$ cat src/rtl/rid_defs.svh
/*
 * Constants of the instruction decoder: word encodings, special file
 * addresses, field positions and reset values.
 * Assumes inclusion by the design modules; the package does not include it.
 */
`ifndef RID_DEFS_SVH
`define RID_DEFS_SVH

`define RID_WORD_IDLE 14'h0000
`define RID_WORD_RETURN 14'h0008
`define RID_WORD_INT_EXIT 14'h0009
`define RID_WORD_KICK 14'h0064
`define RID_WORD_SLEEP 14'h0063
`define RID_ADDR_TIMER 7'h01
`define RID_ADDR_PORT_A 7'h05
`define RID_ADDR_PORT_B 7'h06
`define RID_GRP_MSB 13
`define RID_GRP_LSB 12
`define RID_OP_MSB 11
`define RID_OP_LSB 8
`define RID_DEST_BIT 7
`define RID_BIT_MSB 9
`define RID_BIT_LSB 7
`define RID_ADDR_MSB 6
`define RID_RST_PC 11'h000
`define RID_RST_TO 1'b1
`define RID_RST_PD 1'b1

`endif

$ cat src/rtl/rid_pkg.sv
/*
 * Types shared by the instruction decoder modules.
 * Assumes the constants header is on the include path.
 */
package rid_pkg;
    typedef enum logic [1:0] {
        RID_Q1 = 2'b00,
        RID_Q2 = 2'b01,
        RID_Q3 = 2'b11,
        RID_Q4 = 2'b10
    } rid_phase_type;

    typedef struct packed {
        rid_phase_type phase;
        logic [10:0] pc;
        logic [13:0] ir;
        logic skip;
        logic [6:0] rf_addr;
        logic [7:0] opnd;
        logic [7:0] res;
        logic rf_we;
        logic [7:0] acc;
        logic c;
        logic dc;
        logic z;
        logic to;
        logic pd;
        logic [2:0] sp;
        logic [7:0][10:0] stk;
        logic gie;
        logic asleep;
        logic wdt_kick;
        logic presc_clr;
        logic [7:0] pin_s1;
        logic [7:0] pin_s2;
        logic [7:0] pin_s3;
        logic [7:0] pin_v;
    } rid_state_type;
endpackage

$ cat src/rtl/rid_alu.sv
/*
 * Data path of the decoder: arithmetic, logic, bit and literal results,
 * flag values, write targets and skip conditions for one word.
 * Assumes the operand was read already; purely combinational.
 */
`timescale 1ns/1ps
`include "rid_defs.svh"

module rid_alu
    import rid_pkg::*;
(
    // Instruction and operands.
    input wire logic [13:0] ir_i,
    input wire logic [7:0] acc_i,
    input wire logic [7:0] opnd_i,
    input wire logic carry_i,
    // Results.
    output logic [7:0] result_o,
    output logic carry_o,
    output logic dcarry_o,
    output logic zero_o,
    output logic wr_acc_o,
    output logic wr_file_o,
    output logic upd_c_o,
    output logic upd_dc_o,
    output logic upd_z_o,
    output logic skip_o
);
    function automatic logic [8:0] add_fn(input logic [7:0] a,
                                          input logic [7:0] b,
                                          input logic cin);
        add_fn = {1'b0, a} + {1'b0, b} + {8'h00, cin};
    endfunction

    function automatic logic nib_carry(input logic [7:0] a,
                                       input logic [7:0] b,
                                       input logic cin);
        logic [4:0] s;
        s = {1'b0, a[3:0]} + {1'b0, b[3:0]} + {4'h0, cin};
        nib_carry = s[4];
    endfunction

    logic [8:0] sum;
    logic [7:0] mask;
    logic [3:0] op;
    logic dest;
    logic [7:0] lit;

    assign op = ir_i[`RID_OP_MSB:`RID_OP_LSB];
    assign dest = ir_i[`RID_DEST_BIT];
    assign lit = ir_i[7:0];
    assign mask = 8'h01 << ir_i[`RID_BIT_MSB:`RID_BIT_LSB];

    always_comb begin
        sum = 9'h000;
        result_o = 8'h00;
        carry_o = carry_i;
        dcarry_o = 1'b0;
        wr_acc_o = 1'b0;
        wr_file_o = 1'b0;
        upd_c_o = 1'b0;
        upd_dc_o = 1'b0;
        upd_z_o = 1'b0;
        skip_o = 1'b0;
        unique case (ir_i[`RID_GRP_MSB:`RID_GRP_LSB])
            2'b00: begin
                wr_acc_o = !dest;
                wr_file_o = dest;
                unique case (op)
                    4'h0: begin
                        result_o = acc_i;
                        wr_acc_o = 1'b0;
                    end
                    4'h1: begin
                        result_o = 8'h00;
                        upd_z_o = 1'b1;
                    end
                    4'h2: begin
                        sum = add_fn(opnd_i, ~acc_i, 1'b1);
                        dcarry_o = nib_carry(opnd_i, ~acc_i, 1'b1);
                    end
                    4'h3: begin
                        result_o = opnd_i - 8'h01;
                        upd_z_o = 1'b1;
                    end
                    4'h4: begin
                        result_o = opnd_i | acc_i;
                        upd_z_o = 1'b1;
                    end
                    4'h5: begin
                        result_o = opnd_i & acc_i;
                        upd_z_o = 1'b1;
                    end
                    4'h6: begin
                        result_o = opnd_i ^ acc_i;
                        upd_z_o = 1'b1;
                    end
                    4'h7: begin
                        sum = add_fn(opnd_i, acc_i, 1'b0);
                        dcarry_o = nib_carry(opnd_i, acc_i, 1'b0);
                    end
                    4'h8: begin
                        result_o = opnd_i;
                        upd_z_o = 1'b1;
                    end
                    4'h9: begin
                        result_o = ~opnd_i;
                        upd_z_o = 1'b1;
                    end
                    4'ha: begin
                        result_o = opnd_i + 8'h01;
                        upd_z_o = 1'b1;
                    end
                    4'hb: begin
                        result_o = opnd_i - 8'h01;
                        skip_o = (result_o == 8'h00);
                    end
                    4'hc: begin
                        result_o = {carry_i, opnd_i[7:1]};
                        carry_o = opnd_i[0];
                        upd_c_o = 1'b1;
                    end
                    4'hd: begin
                        result_o = {opnd_i[6:0], carry_i};
                        carry_o = opnd_i[7];
                        upd_c_o = 1'b1;
                    end
                    4'he: result_o = {opnd_i[3:0], opnd_i[7:4]};
                    4'hf: begin
                        result_o = opnd_i + 8'h01;
                        skip_o = (result_o == 8'h00);
                    end
                endcase
                if (op == 4'h2 || op == 4'h7) begin
                    result_o = sum[7:0];
                    carry_o = sum[8];
                    upd_c_o = 1'b1;
                    upd_dc_o = 1'b1;
                    upd_z_o = 1'b1;
                end
            end
            2'b01: begin
                unique case (ir_i[11:10])
                    2'b00: begin
                        result_o = opnd_i & ~mask;
                        wr_file_o = 1'b1;
                    end
                    2'b01: begin
                        result_o = opnd_i | mask;
                        wr_file_o = 1'b1;
                    end
                    2'b10: skip_o = ((opnd_i & mask) == 8'h00);
                    2'b11: skip_o = ((opnd_i & mask) != 8'h00);
                endcase
            end
            2'b10: result_o = 8'h00;
            2'b11: begin
                wr_acc_o = 1'b1;
                unique case (op)
                    4'h0, 4'h1, 4'h2, 4'h3, 4'h4, 4'h5, 4'h6, 4'h7:
                        result_o = lit;
                    4'h8: result_o = lit | acc_i;
                    4'h9: result_o = lit & acc_i;
                    4'ha: result_o = lit ^ acc_i;
                    4'hb: wr_acc_o = 1'b0;
                    4'hc, 4'hd: begin
                        sum = add_fn(lit, ~acc_i, 1'b1);
                        dcarry_o = nib_carry(lit, ~acc_i, 1'b1);
                    end
                    4'he, 4'hf: begin
                        sum = add_fn(lit, acc_i, 1'b0);
                        dcarry_o = nib_carry(lit, acc_i, 1'b0);
                    end
                endcase
                upd_z_o = (op[3] && op != 4'hb);
                if (op[3:2] == 2'b11) begin
                    result_o = sum[7:0];
                    carry_o = sum[8];
                    upd_c_o = 1'b1;
                    upd_dc_o = 1'b1;
                end
            end
        endcase
        zero_o = (result_o == 8'h00);
    end
endmodule

$ cat src/rtl/rid_core.sv
/*
 * Four-phase sequencer and control decoder of the 14-bit core: fetch,
 * operand read, execute, write back, program counter and stack.
 * Assumes program memory and register file answer combinationally in
 * the same clock domain, and that port pins come from outside.
 */
// Behaviour
// - One cycle per word; taken skips and flow changes add an idle cycle.
// - Each instruction cycle spans four clock periods.
// - Rotate left and right through carry, updating only carry.
// - Byte decode; logic ops set zero, add and subtract set all flags.
// - Decrement or increment, skip next on zero, flags unchanged.
// - Bit words clear, set, or skip on clear or set.
// - Return, interrupt exit and literal return take two cycles.
// - Watchdog kick clears the dog and sets both status bits.
// - Sleep enters standby, sets timeout and clears powerdown.
// - Literal OR, AND, XOR affect zero; literal load affects nothing.
// - Literal add and subtract write accumulator and all three flags.
// - Read-modify-write of a port uses pin levels.
// - Writing the timer clears the prescaler when assigned to it.
// - Destination zero writes accumulator, one writes the file.
// - File address is seven bits, 0x00 to 0x7f.
`timescale 1ns/1ps
`include "rid_defs.svh"

module rid_core
    import rid_pkg::*;
(
    // Clock and reset.
    input wire logic clk_i,
    input wire logic rst_i,
    // Program memory.
    output logic [10:0] pm_addr_o,
    input wire logic [13:0] pm_data_i,
    // Register file.
    output logic [6:0] rf_addr_o,
    input wire logic [7:0] rf_rdata_i,
    output logic [7:0] rf_wdata_o,
    output logic rf_we_o,
    // Port pins and timer.
    input wire logic [7:0] pin_i,
    input wire logic presc_timer_i,
    output logic presc_clr_o,
    // Core status.
    input wire logic wake_i,
    output logic [7:0] acc_o,
    output logic status_c_o,
    output logic status_dc_o,
    output logic status_z_o,
    output logic timeout_status_bit_o,
    output logic powerdown_status_bit_o,
    output logic wdt_kick_o,
    output logic sleep_o,
    output logic gie_o
);
    function automatic logic is_port(input logic [6:0] a);
        is_port = (a == `RID_ADDR_PORT_A) || (a == `RID_ADDR_PORT_B);
    endfunction

    rid_state_type s_q;
    rid_state_type s_d;
    logic [7:0] alu_res;
    logic alu_c, alu_dc, alu_z, wr_acc, wr_file;
    logic upd_c, upd_dc, upd_z, alu_skip;
    logic is_ret, is_call, is_jump;
    logic [10:0] ir_k;
    logic [2:0] sp_dn;

    rid_alu u_alu (
        .ir_i(s_q.ir),
        .acc_i(s_q.acc),
        .opnd_i(s_q.opnd),
        .carry_i(s_q.c),
        .result_o(alu_res),
        .carry_o(alu_c),
        .dcarry_o(alu_dc),
        .zero_o(alu_z),
        .wr_acc_o(wr_acc),
        .wr_file_o(wr_file),
        .upd_c_o(upd_c),
        .upd_dc_o(upd_dc),
        .upd_z_o(upd_z),
        .skip_o(alu_skip)
    );

    assign ir_k = s_q.ir[10:0];
    assign sp_dn = s_q.sp - 3'h1;
    assign is_ret = (s_q.ir == `RID_WORD_RETURN) ||
                    (s_q.ir == `RID_WORD_INT_EXIT) ||
                    (s_q.ir[13:10] == 4'b1101);
    assign is_call = (s_q.ir[13:11] == 3'b100);
    assign is_jump = (s_q.ir[13:11] == 3'b101);

    always_comb begin
        s_d = s_q;
        // Three-stage pin capture; a change counts once the last two stages agree.
        s_d.pin_s1 = pin_i;
        s_d.pin_s2 = s_q.pin_s1;
        s_d.pin_s3 = s_q.pin_s2;
        if (s_q.pin_s2 == s_q.pin_s3) begin
            s_d.pin_v = s_q.pin_s3;
        end
        unique case (s_q.phase)
            RID_Q1: begin
                s_d.rf_addr = s_q.ir[`RID_ADDR_MSB:0];
                s_d.wdt_kick = 1'b0;
                // Sleep parks the sequencer here so no write is half done.
                if (!s_q.asleep || wake_i) begin
                    s_d.asleep = 1'b0;
                    s_d.phase = RID_Q2;
                end
            end
            RID_Q2: begin
                // port operands come from the pins.
                s_d.opnd = is_port(s_q.rf_addr) ? s_q.pin_v : rf_rdata_i;
                s_d.phase = RID_Q3;
            end
            RID_Q3: begin
                s_d.res = alu_res;
                s_d.rf_we = wr_file;
                s_d.skip = alu_skip;
                if (wr_acc) begin
                    s_d.acc = alu_res;
                end
                if (upd_c) begin
                    s_d.c = alu_c;
                end
                if (upd_dc) begin
                    s_d.dc = alu_dc;
                end
                if (upd_z) begin
                    s_d.z = alu_z;
                end
                s_d.presc_clr = wr_file && presc_timer_i &&
                                (s_q.rf_addr == `RID_ADDR_TIMER);
                s_d.phase = RID_Q4;
            end
            RID_Q4: begin
                s_d.rf_we = 1'b0;
                s_d.presc_clr = 1'b0;
                s_d.pc = s_q.pc + 11'h001;
                s_d.ir = pm_data_i;
                if (s_q.ir == `RID_WORD_KICK) begin
                    s_d.wdt_kick = 1'b1;
                    s_d.to = 1'b1;
                    s_d.pd = 1'b1;
                end
                if (s_q.ir == `RID_WORD_SLEEP) begin
                    s_d.asleep = 1'b1;
                    s_d.to = 1'b1;
                    s_d.pd = 1'b0;
                end
                if (is_call) begin
                    s_d.stk[s_q.sp] = s_q.pc;
                    s_d.sp = s_q.sp + 3'h1;
                end
                if (is_call || is_jump) begin
                    s_d.pc = ir_k;
                end
                if (is_ret) begin
                    s_d.pc = s_q.stk[sp_dn];
                    s_d.sp = sp_dn;
                end
                if (s_q.ir == `RID_WORD_INT_EXIT) begin
                    s_d.gie = 1'b1;
                end
                if (s_q.skip || is_call || is_jump || is_ret) begin
                    s_d.ir = `RID_WORD_IDLE;
                end
                s_d.phase = RID_Q1;
            end
        endcase
    end

    always_ff @(posedge clk_i or posedge rst_i) begin
        if (rst_i) begin
            s_q <= '0;
            s_q.pc <= `RID_RST_PC;
            s_q.to <= `RID_RST_TO;
            s_q.pd <= `RID_RST_PD;
        end else begin
            s_q <= s_d;
        end
    end

    assign pm_addr_o = s_q.pc;
    assign rf_addr_o = s_q.rf_addr;
    assign rf_wdata_o = s_q.res;
    assign rf_we_o = s_q.rf_we;
    assign presc_clr_o = s_q.presc_clr;
    assign acc_o = s_q.acc;
    assign status_c_o = s_q.c;
    assign status_dc_o = s_q.dc;
    assign status_z_o = s_q.z;
    assign timeout_status_bit_o = s_q.to;
    assign powerdown_status_bit_o = s_q.pd;
    assign wdt_kick_o = s_q.wdt_kick;
    assign sleep_o = s_q.asleep;
    assign gie_o = s_q.gie;
endmodule

$ cat config.mk
export PLATFORM = sky130hd
export DESIGN_NAME = rid_core
export DESIGN_NICKNAME = d
export VERILOG_FILES = /design/src/rtl/rid_pkg.sv /design/src/rtl/rid_alu.sv /design/src/rtl/rid_core.sv
export VERILOG_INCLUDE_DIRS = /design/src /design/src/rtl
export SDC_FILE = /design/constraint.sdc
export NUM_CORES = 1
export LEC_CHECK = 0
export ABC_AREA = 1
export BUFFER_PORTS_ARGS = -buffer_cell sky130_fd_sc_hd__buf_2
export CORE_ASPECT_RATIO = 0.7
export CORE_UTILIZATION = 32
export CTS_CLUSTER_DIAMETER = 60
export DETAILED_ROUTE_END_ITERATION = 6
export GPL_ROUTABILITY_DRIVEN = 0
export GPL_TIMING_DRIVEN = 1
export PLACE_DENSITY = 0.55
export SYNTH_ARGS = -nofsm -noshare
export SYNTH_HDL_FRONTEND = slang
export SYNTH_SLANG_ARGS = --single-unit
$ cat constraint.sdc
create_clock -name clk_i -period 6.44 [get_ports clk_i]
set_input_delay 0.322 -clock clk_i [delete_from_list [all_inputs] [get_ports clk_i]]
set_output_delay 0.322 -clock clk_i [all_outputs]
set_load 0.005 [all_outputs]
==> impl_metrics.py, run 1 <==
metrics = {
    "critical_path": {
        "cp-start-kind": "flop",
        "worst-setup-path-type": "reg -> reg",
        "r2r_cells": 9,
        "critPathMostFrequentCell": "inv_1",
        "cpPeakStageDelay_ns": 0.63,
        "crit_end": "ir_k[5]$_DFFE_PP0P_",
        "crit_slowest_cell": "nor3_4",
        "worstPathMaxFanout": 26,
        "end_kind": "flop",
        "startpoint": "s_q[177]$_DFFE_PP0P_",
        "r2r_setup_slack_ns": 3.26,
        "reg2reg_from": "s_q[177]$_DFFE_PP0P_",
        "cp_cell_sequence": "inv_1 > ha_1 > inv_1 > nor2_4 > a22oi_2 > nand2_2 > nor3_4 > nand3_1 > o21ai_0",
        "cp.required_ns": 6.82,
        "worstReg2RegEnd": "ir_k[5]$_DFFE_PP0P_",
        "arrival_ns": 3.56,
    },
    "cts": {
        "cts_tree": "done",
        "cts_buffers": 17,
        "clk_latency_ns": 0.46,
        "clock-sinks": 191,
        "cts_max_level": 4,
        "root_buffer": "clkbuf_16",
        "clock_path_buffers": 2,
        "clk_pin_slew_ns": 0.09,
    },
    "drt": {
        "ant_nets": 0,
        "wire_per_inst_um": 19.1,
        "wl_um": 41200,
        "firstDrtPassIters": 6,
        "vias_per_cell": 5.30,
        "first_iter_violations": 1375,
        "drcViolationCount": 0,
        "num_vias": 11400,
    },
    "timing": {
        "period_share": 0.493,
        "fin_tns_setup_ns": 0,
        "finalHoldViolations": 0,
        "grt_setup_unrepaired": "false",
        "min_period_ns": 3.18,
        "drv_slew": 0,
        "fin_skew_ns": 0.0219,
        "slew_headroom": 0.381,
        "setup_viol": 0,
        "max_freq_ghz": 0.315,
        "worst_pin_slew_ns": 0.927,
    },
    "synthesis": {
        "syn_inst": 1647,
        "synth.ff_latch_count": 191,
        "async_flop_share": 1.00,
        "synth_fp_nets": 1743,
        "synth_edf_count": 0,
        "yosysSeqAreaShare": 0.393,
        "syn-mean-instance-area_um2": 7.38,
        "synthDistinctLibCells": 46,
        "synth_area_um2": 12200,
        "synthFlopType": "dfrtp_1",
        "yosys_warnings": 0,
    },
    "placed_design": {
        "portBuffers": 76,
        "place_area_um2": 12600,
        "hpwl_um": 30800,
    },
    "floorplanning": {
        "top_level_ports": 78,
        "die_h_um": 165,
        "die_x_um": 235,
        "fp.dieArea_um2": 38800,
        "num_rows": 59,
        "core_um2": 37300,
        "initial_core_util": 0.326,
    },
    "power_and_ir_drop": {
        "power_density_nw_per_um2": 493,
        "p_leak_nw": 6.32,
        "peakVddDrop_mv": 0.247,
        "p_sw_frac": 0.510,
        "p_comb_frac": 0.516,
        "cellInternalPower_mw": 3.22,
        "power_frac_seq": 0.307,
        "p_clk_frac": 0.177,
        "p_sw_mw": 3.35,
        "finalPower_mw": 6.57,
    },
    "global_route": {
        "antenna_found_initial": 0,
        "grt_max_degree": 128,
        "first_global_vias": 10500,
        "grt_pass1_wl_um": 63500,
        "grt-ovfl-total": 0,
        "gr-usage-all-layers": 0.216,
    },
    "flow_run": {
        "maxCapViolCount": 0,
    },
    "cells_and_area": {
        "fin_nets": 1750,
        "drive_gt1_frac": 0.0954,
        "final_area_um2": 13300,
        "antenna_cells": 0,
        "area_delta_synth_final_pct": 9.66,
        "final_util": 0.357,
    },
    "worst_hold_path": {
        "hold_class": "in -> async",
    },
    "status": {
        "status": "finished, final reports clean",
    },
}
-- synth_stat cells (3+ instances only) --
cell type	n	area [µm²]
nand2_1	411	1540
o21ai_0	212	1060
dfrtp_1	190	4750
nor2_1	169	634
inv_1	121	454
nand3_1	95	475
ha_1	58	726
a21oi_1	57	285
buf_4	40	300
o22ai_1	36	225
o21ai_1	34	170
clkbuf_1	29	109
buf_2	28	140
nand4_1	23	144
xor2_1	23	201
inv_2	14	52.6
clkinv_1	10	37.5
nor2_2	10	62.6
mux2_2	8	90.1
nor4_1	7	43.8
xnor2_1	7	61.3
nor3_1	6	30.0
o221ai_1	6	52.6
a22oi_1	5	37.5
o211ai_1	5	37.5
a31oi_1	4	25.0
buf_6	4	45.0
fa_1	4	80.1
nand2_2	4	25.0
and2_1	3	18.8
nand3b_1	3	22.5
nor2_4	3	33.8
o21bai_1	3	22.5
o31ai_1	3	22.5
-- layout by cell type, fill, tap and decap left out, types with 4 or more instances in the layout --
master           n
dfrtp_1        190
dlygate4sd3_1    8
buf_2           76
nor4_1           7
nor3_1           6
ha_1            58
o22ai_1         36
nor2_1         169
o211ai_1         5
nor2_2           9
a22oi_1          5
mux2_2           8
o21ai_0        212
o221ai_1         6
clkbuf_16       17
xnor2_1          7
inv_6            5
inv_1          120
clkinv_1        10
nand2_1        411
clkinv_8         4
nand4_1         23
xor2_1          23
a31oi_1          4
nand3_1         95
fa_1             4
nor2_4           4
nand2_2          4
o21ai_1         34
buf_4            5
a21oi_1         57
inv_2           14
-- per-layer routing --
layer,GRT usage,vias up,share of wire
met2,0.297,538,0.40
met1,0.318,5443,0.47
li1,-,5407,-
met5,0.0202,-,0.0026
met4,0.0467,2,0.012
met3,0.0745,41,0.12
-- cell families after synthesis --
family | after synthesis | synth area share
multiplexers | 8 | 0.00741
AND/OR/NAND/NOR | 737 | 0.252
XOR/XNOR | 30 | 0.0216
adder cells (fa/ha/maj) | 62 | 0.0663
other | 1 | 0.000309
buffers and inverters | 246 | 0.0937
AO/OA/AOI/OAI | 372 | 0.165
flip-flops | 191 | 0.393
-- how the worst min path moves through the flow --
stage,startpoint,endpoint,slack (ns)
after floorplan,s_d[18]$_DFF_PP0_,s_d[10]$_DFF_PP0_,0.33
final,rst_i,asynchronous set/reset pin,0.06
after global routing,rst_i,asynchronous set/reset pin,0.13
after global placement,s_d[17]$_DFF_PP0_,s_d[9]$_DFF_PP0_,0.34
after CTS,rst_i,asynchronous set/reset pin,0.08
after detailed placement,s_d[23]$_DFF_PP0_,s_d[15]$_DFF_PP0_,0.33
-- cell type report --
| type | count | area, µm² |
|---|---|---|
| Clock buffer | 18 | 439 |
| Clock inverter | 14 | 208 |
| Fill cell | 3964 | 24000 |
| Inverter | 145 | 552 |
| Multi-Input combinational cell | 1210 | 6240 |
| Sequential cell | 191 | 4780 |
| Tap cell | 488 | 611 |
| Timing Repair Buffer | 89 | 498 |
-- through the flow --
| step | std cells | hold slack (ns) | worst slack, ns |
|---|---|---|---|
| 2_1_floorplan | 1647 | 0.331 | 0.921 |
| 3_3_place_gp | 2115 | 0.336 | 3.38 |
| 3_5_place_dp | 2115 | 0.335 | 3.38 |
| 4_1_cts | 2155 | 0.0849 | 3.38 |
| 5_1_grt | 2155 | 0.125 | 2.99 |
| 6_report | 2155 | 0.0579 | 3.26 |
-- power groups by stage --
stage                     Sequential, mW  Clock, mW  Combinational, mW
after floorplan                     1.77          0               2.54
after global placement              2.03          0               3.27
after detailed placement            2.02          0               3.29
after CTS                           2.00       1.19               3.31
after global routing                2.06       1.23               3.79
final                               2.02       1.16               3.38
-- worst max-delay path: cells and delay by family (launching register included) --
| kind | cells | cell delay (ns) |
|---|---|---|
| AND/OR/NAND/NOR | 4 | 1.30 |
| buffers and inverters | 2 | 0.60 |
| adder cells (fa/ha/maj) | 1 | 0.46 |
| flip-flops | 1 | 0.45 |
| AO/OA/AOI/OAI | 2 | 0.28 |
-- timing repair --
action / in CTS / in global routing
buffers inserted: 0 / 0
hold buffers: 8 / 0
resized for setup: 0 / 0
hold endpoints to repair: 8 / 0
Note: power is estimated with default switching activity, not from simulation.
==> run 2: changes to the inputs <==
--- a/config.mk
+++ b/config.mk
@@ -6,7 +6,7 @@
 export SDC_FILE = /design/constraint.sdc
 export NUM_CORES = 1
 export LEC_CHECK = 0
-export ABC_AREA = 1
+export ABC_AREA = 0
 export BUFFER_PORTS_ARGS = -buffer_cell sky130_fd_sc_hd__buf_2
 export CORE_ASPECT_RATIO = 0.7
 export CORE_UTILIZATION = 32
@@ -14,7 +14,7 @@
 export DETAILED_ROUTE_END_ITERATION = 6
 export GPL_ROUTABILITY_DRIVEN = 0
 export GPL_TIMING_DRIVEN = 1
-export PLACE_DENSITY = 0.55
+export PLACE_DENSITY = 0.57
 export SYNTH_ARGS = -nofsm -noshare
 export SYNTH_HDL_FRONTEND = slang
 export SYNTH_SLANG_ARGS = --single-unit
==> constraint.sdc (replaced) <==
create_clock -name clk_i -period 2.8 [get_ports clk_i]
set_input_delay 0.14 -clock clk_i [delete_from_list [all_inputs] [get_ports clk_i]]
set_output_delay 0.14 -clock clk_i [all_outputs]
set_load 0.005 [all_outputs]
==> run 2 against run 1 <==
Compared with the run above:
- first-iteration DRC count down 12%
- largest cell class unchanged
- cell count down 15%
- the flow now finishes with violations (negative setup slack)
- largest power group unchanged
- via count down 9.9%
- flip-flop and latch count unchanged
- critical endpoint is now rf_wdata_o[6]$_DFFE_PP0P_
- clock skew down 0.010 ns
- worst hold slack worse by 0.049 ns
- combinational power rose to 3.3 times the previous value
- register-to-register slack worse by 3.3 ns
- sequential share of layout area down 3.2 points
- utilization up 3.3 points
==> impl_metrics.py, run 2 <==
metrics = {
    "power_and_ir_drop": {
        "power_frac_seq": 0.243,
        "p_sw_mw": 8.50,
        "p_clk_frac": 0.139,
        "finalPower_mw": 17.9,
        "p_sw_frac": 0.476,
        "cellInternalPower_mw": 9.37,
        "p_leak_nw": 6.54,
        "peakVddDrop_mv": 0.644,
        "p_comb_frac": 0.618,
        "power_density_nw_per_um2": 1220,
    },
    "synthesis": {
        "synthFlopType": "dfrtp_1",
        "async_flop_share": 1.00,
        "yosys_warnings": 0,
        "yosysSeqAreaShare": 0.389,
        "ys_top_cells_by_area": "dfrtp_1 39%, mux2_2 9.7%, ha_1 5.9%",
        "synth.ff_latch_count": 191,
        "syn_inst": 1207,
        "syn-mean-instance-area_um2": 10.2,
        "synth_area_um2": 12300,
        "synth_edf_count": 0,
        "synth_fp_nets": 1303,
        "synthDistinctLibCells": 82,
        "synthTopCellsByCount": "190 x dfrtp_1, 109 x nand2_1, 106 x mux2_2",
        "synth_top_area_share": 0.387,
        "yosysMostFrequentCell": "dfrtp_1",
        "yosysTopAreaCell": "dfrtp_1",
    },
    "worst_hold_path": {
        "worstHoldPathCells": 3,
        "hold_path_startpoint": "rf_rdata_i[4]",
        "hold_end": "s_q[153]$_DFFE_PP0P_",
        "hold_class": "in -> reg",
    },
    "critical_path": {
        "worstReg2RegEnd": "rf_wdata_o[6]$_DFFE_PP0P_",
        "cp.required_ns": 3.13,
        "startpoint": "acc_o[0]$_DFFE_PP0P_",
        "worst-setup-path-type": "reg -> reg",
        "arrival_ns": 3.14,
        "end_kind": "flop",
        "reg2reg_from": "acc_o[0]$_DFFE_PP0P_",
        "cp-start-kind": "flop",
        "worstPathMaxFanout": 6,
        "r2r_setup_slack_ns": -0.006,
        "r2r_cells": 10,
    },
    "cells_and_area": {
        "drive_gt1_frac": 0.309,
        "final_area_um2": 14600,
        "multi_input_area_um2": 6730,
        "area_delta_synth_final_pct": 19.2,
        "final_cells": 1836,
        "final_common_cell": "dfrtp_1",
        "regArea_um2": 4780,
        "most-common-layout-cells": "187 x dfrtp_1, 121 x buf_4, 109 x nand2_1",
        "fill_cells": 3733,
        "fin_nets": 1431,
        "antenna_cells": 0,
    },
    "drt": {
        "num_vias": 10300,
        "firstDrtPassIters": 6,
        "wl_um": 39500,
        "wire_per_inst_um": 21.5,
        "first_iter_violations": 1205,
        "vias_per_cell": 5.61,
        "ant_nets": 0,
        "drcViolationCount": 0,
    },
    "placed_design": {
        "portBuffers": 76,
        "hpwl_um": 29500,
        "place_area_um2": 13600,
        "post-place-cells": 1770,
    },
    "cts": {
        "cts_tree": "done",
        "root_buffer": "clkbuf_16",
        "clk_latency_ns": 0.45,
        "clk_pin_slew_ns": 0.08,
        "clock_path_buffers": 2,
        "cts_buffers": 17,
        "cts_max_level": 4,
        "clock-sinks": 191,
    },
    "floorplanning": {
        "top_level_ports": 78,
        "fp.dieArea_um2": 39200,
        "initial_core_util": 0.328,
        "die_x_um": 236,
        "num_rows": 59,
        "core_um2": 37500,
        "die_h_um": 166,
    },
    "status": {
        "status": "finished, violations left",
        "violations": "negative setup slack",
    },
    "timing": {
        "drv_slew": 0,
        "worst_pin_slew_ns": 0.705,
        "fin_skew_ns": 0.0119,
        "setup_viol": 1,
        "max_freq_ghz": 0.356,
        "grt_setup_unrepaired": "true",
        "fin_ws_ns": -0.00577,
        "slew_headroom": 0.529,
        "min_period_ns": 2.81,
        "fin_tns_setup_ns": -0.00577,
        "whs_ns": 0.00890,
        "period_share": 1.00,
        "finalHoldViolations": 0,
    },
    "global_route": {
        "grt_max_degree": 77,
        "antenna_found_initial": 0,
        "gr-usage-all-layers": 0.202,
        "first_global_vias": 9692,
        "grt_pass1_wl_um": 60400,
        "grt-ovfl-total": 0,
    },
    "flow_run": {
        "maxCapViolCount": 0,
    },
}
[run 2: through the flow]
stage               worst slack (ns)  utilization
detailed placement           -0.0797        0.362
finish                      -0.00577        0.391
CTS                          0.00921        0.386
floorplan                     0.0156            -
global placement             -0.0498        0.362
global route                  -0.130        0.391
[run 2: what timing repair did]
item | in CTS | in global routing
resized for setup | 4 | 23
pin swaps | 1 | 7
hold endpoints to repair | 46 | 0
hold buffers | 27 | 0
endpoints found under the setup margin | 5 | 12
buffers inserted | 1 | 6
[run 2: logic make-up (layout without fill, tap and decap cells)]
| group | after synthesis | after routing | synth area share |
|---|---|---|---|
| AO/OA/AOI/OAI | 271 | 271 | 0.143 |
| XOR/XNOR | 38 | 38 | 0.0286 |
| adder cells (fa/ha/maj) | 62 | 62 | 0.0655 |
| buffers and inverters | 173 | 314 | 0.0750 |
| flip-flops | 191 | 191 | 0.389 |
| multiplexers | 170 | 170 | 0.176 |
| other | 1 | 1 | 0.000305 |
| AND/OR/NAND/NOR | 301 | 301 | 0.123 |
[run 2: worst max-delay path by stage]
stage	endpoint	slack, ns	depth (start not counted)
6_report	rf_wdata_o[6]$_DFFE_PP0P_	-0.006	10
4_1_cts	status_z_o$_DFFE_PP0P_	0.009	9
3_3_place_gp	status_z_o$_DFFE_PP0P_	-0.05	10
2_1_floorplan	acc_o[6]$_DFFE_PP0P_	0.02	12
5_1_grt	status_z_o$_DFFE_PP0P_	-0.13	12
3_5_place_dp	status_z_o$_DFFE_PP0P_	-0.08	9
[run 2: power by group through the flow]
stage / clock network [mW] / logic [mW] / registers (mW)
6_report: 2.49 / 11.0 / 4.33
4_1_cts: 2.55 / 10.3 / 4.32
3_5_place_dp: 0 / 10.2 / 4.36
5_1_grt: 2.68 / 11.7 / 4.45
3_3_place_gp: 0 / 10.2 / 4.34
2_1_floorplan: 0 / 6.88 / 4.07
[run 2: routing by layer]
metal | up-vias | part of all wire | global-route usage
met3 | 47 | 0.11 | 0.0711
met5 | - | 0 | 0
li1 | 4595 | - | -
met2 | 574 | 0.38 | 0.256
met1 | 5082 | 0.48 | 0.312
met4 | 0 | 0.021 | 0.0559
[run 2: cell type report]
cell class,count,share of cell area
Clock buffer,17,0.0290
Clock inverter,15,0.0132
Inverter,50,0.0131
Multi-Input combinational cell,843,0.460
Sequential cell,191,0.327
Tap cell,488,0.0417
Timing Repair Buffer,232,0.117
[run 2: worst max-delay path: stages, from the launching register on]
cell      delay [ns]
dfrtp_2         0.48
ha_1            0.30
fa_1            0.44
nand3_1         0.09
nand2_1         0.16
a31oi_4         0.27
xnor2_1         0.11
a221oi_2        0.32
a211oi_2        0.08
buf_4           0.18
mux2_2          0.26
==> run 3: changes to the inputs <==
--- a/config.mk
+++ b/config.mk
@@ -9,12 +9,12 @@
 export ABC_AREA = 0
 export BUFFER_PORTS_ARGS = -buffer_cell sky130_fd_sc_hd__buf_2
 export CORE_ASPECT_RATIO = 0.7
-export CORE_UTILIZATION = 32
+export CORE_UTILIZATION = 25
 export CTS_CLUSTER_DIAMETER = 60
 export DETAILED_ROUTE_END_ITERATION = 6
 export GPL_ROUTABILITY_DRIVEN = 0
-export GPL_TIMING_DRIVEN = 1
-export PLACE_DENSITY = 0.57
+export GPL_TIMING_DRIVEN = 0
+export PLACE_DENSITY = 0.49
 export SYNTH_ARGS = -nofsm -noshare
 export SYNTH_HDL_FRONTEND = slang
 export SYNTH_SLANG_ARGS = --single-unit
==> constraint.sdc (replaced) <==
create_clock -name clk_i -period 2.8 [get_ports clk_i]
set_input_delay 0 -clock clk_i [delete_from_list [all_inputs] [get_ports clk_i]]
set_output_delay 0 -clock clk_i [all_outputs]
set_load 0.005 [all_outputs]
==> run 3 against run 2 <==
Compared with the run above:
- the flow still finishes with violations (negative setup slack)
- non-clock buffer count increased by 38
- setup slack got worse by 0.066 ns
- sequential share of layout area decreased by 1.4 points
- global-route usage decreased by 2.9 points
- cell count increased by 11%
- clock skew increased by 0.012 ns
- total power increased by 6.9%
- flip-flop and latch count unchanged
- wire length increased by 9.6%
- critical path depth increased by 2
- largest power group unchanged
- clock-buffer cell count increased by 3
==> impl_metrics.py, run 3 (synthesis gave the netlist of run 2 again) <==
metrics = {
    "cells_and_area": {
        "area_delta_synth_final_pct": 25.0,
        "drive_gt1_frac": 0.351,
        "most-common-layout-cells": "167 x dfrtp_1, 107 x nand2_1, 104 x mux2_2",
        "antenna_cells": 0,
        "final_util": 0.319,
        "fin_nets": 1469,
        "fill_cells": 5006,
        "final_common_cell": "dfrtp_1",
        "final_area_um2": 15400,
    },
    "floorplanning": {
        "initial_core_util": 0.255,
        "top_level_ports": 78,
        "core_um2": 48200,
        "num_rows": 67,
        "die_h_um": 188,
        "die_x_um": 267,
        "fp.dieArea_um2": 50100,
    },
    "cts": {
        "clk_latency_ns": 0.45,
        "cts_tree": "done",
        "clk_pin_slew_ns": 0.08,
        "clock_path_buffers": 2,
        "cts_max_level": 4,
        "clock-sinks": 191,
        "cts_buffers": 17,
        "root_buffer": "clkbuf_16",
    },
    "drt": {
        "wire_per_inst_um": 21.2,
        "vias_per_cell": 5.13,
        "first_iter_violations": 1103,
        "wl_um": 43300,
        "num_vias": 10500,
        "ant_nets": 0,
        "drcViolationCount": 0,
        "firstDrtPassIters": 5,
    },
    "critical_path": {
        "worstPathMaxFanout": 6,
        "crit_end": "rf_wdata_o[6]$_DFFE_PP0P_",
        "r2r_setup_slack_ns": -0.07,
        "end_kind": "flop",
        "cp-start-kind": "flop",
        "arrival_ns": 3.20,
        "cp.required_ns": 3.13,
        "startpoint": "s_q[149]$_DFFE_PP0P_",
        "reg2reg_from": "s_q[149]$_DFFE_PP0P_",
        "worst-setup-path-type": "reg -> reg",
        "r2r_cells": 12,
        "worstReg2RegEnd": "rf_wdata_o[6]$_DFFE_PP0P_",
    },
    "timing": {
        "grt_setup_unrepaired": "true",
        "finalHoldViolations": 0,
        "fin_ws_ns": -0.0715,
        "worst_pin_slew_ns": 1.20,
        "period_share": 1.03,
        "fin_skew_ns": 0.0236,
        "slew_headroom": 0.196,
        "min_period_ns": 2.87,
        "max_freq_ghz": 0.348,
        "drv_slew": 0,
        "setup_viol": 5,
    },
    "global_route": {
        "first_global_vias": 9950,
        "antenna_found_initial": 0,
        "grt-ovfl-total": 0,
        "grt_pass1_wl_um": 64600,
        "gr-usage-all-layers": 0.173,
        "grt_max_degree": 42,
    },
    "power_and_ir_drop": {
        "p_leak_nw": 6.62,
        "power_density_nw_per_um2": 1240,
        "finalPower_mw": 19.1,
        "peakVddDrop_mv": 0.522,
    },
    "flow_run": {
        "maxCapViolCount": 0,
    },
    "placed_design": {
        "portBuffers": 76,
        "hpwl_um": 32300,
        "place_area_um2": 13600,
    },
    "status": {
        "status": "finished, violations left",
        "violations": "negative setup slack",
    },
    "worst_hold_path": {
        "hold_class": "in -> async",
    },
}
==> run 3: changes by cell type in the layout (fill, tap and decap cells not counted), moves of 7 or more <==
cell and change:
clkinv_8 -7, clkbuf_4 +8, ha_1 -12, inv_1 -10, clkbuf_1 +26, dfrtp_1 -20, dfrtp_2 +20, buf_2 +25
buf_6 +13, buf_4 -44
==> run 3: worst min path at each step <==
stage | end | slack [ns] | cells past startpoint
finish | s_q[190]$_DFFE_PP0P_ | 0.09 | 3
CTS | s_q[156]$_DFFE_PP0P_ | 0.05 | 3
detailed placement | s_q[190]$_DFFE_PP0P_ | 0.01 | 2
global route | rf_addr_o[2]$_DFFE_PP0P_ | 0.09 | 3
floorplan | s_d[16]$_DFF_PP0_ | 0.03 | 0
global placement | s_d[16]$_DFF_PP0_ | 0.11 | 1
==> run 3: power by group <==
group	total, mW	leakage (nW)	internal [mW]	switching, mW
Combinational	12.2	3.85	5.09	7.09
Clock	2.61	0.303	1.46	1.15
Sequential	4.31	2.47	3.56	0.756
Total	19.1	6.62	10.1	8.99
==> run 3: what timing repair did <==
item	4_1_cts	5_1_grt
hold buffers	32	0
endpoints found under the hold margin	116	0
resized for setup	85	61
buffers inserted	30	9
pin swaps	9	12
setup endpoints to repair	40	51
==> run 3: area by class of cell <==
class                   instances  area, µm²  area share
plain buffers                 117        786      0.0511
clock buffers                  20        447      0.0291
clock inverters                12        171      0.0112
inverters                      50        218      0.0142
multi-input cells             843       7010       0.456
flip-flops and latches        191       4810       0.313
well taps                     655        820      0.0533
repair buffers                153       1110      0.0723
==> run 3: through the flow <==
step                      TNS (ns)  hold slack (ns)  std cells  worst slack (ns)
after floorplan                  0           0.0314       1207            0.0156
after global placement     -206.41            0.108       1938             -1.31
after detailed placement    -18.23           0.0120       1944             -1.19
after CTS                   -0.118           0.0476       2034           -0.0717
after global routing        -0.562           0.0874       2041            -0.159
final                       -0.149           0.0855       2041           -0.0715
==> run 3: critical path, cell delays in order (launching register included) <==
cell and delay, ns:
dfrtp_2 0.43, clkbuf_16 0.15, clkinvlp_4 0.09, buf_4 0.17, ha_4 0.19, nand2b_1 0.13
o31ai_1 0.23, a31oi_1 0.11, a2111o_1 0.42, a221oi_2 0.28, a211oi_2 0.08, buf_4 0.20
mux2_4 0.27
==> run 3: per-layer routing <==
layer | up-vias | share of wire | track usage | wire, µm
met5 | - | 0 | 0 | 0
met4 | 0 | 0.017 | 0.0431 | 748
met3 | 59 | 0.097 | 0.0487 | 4220
met2 | 534 | 0.39 | 0.223 | 16800
met1 | 5186 | 0.50 | 0.272 | 21600
li1 | 4692 | - | - | -
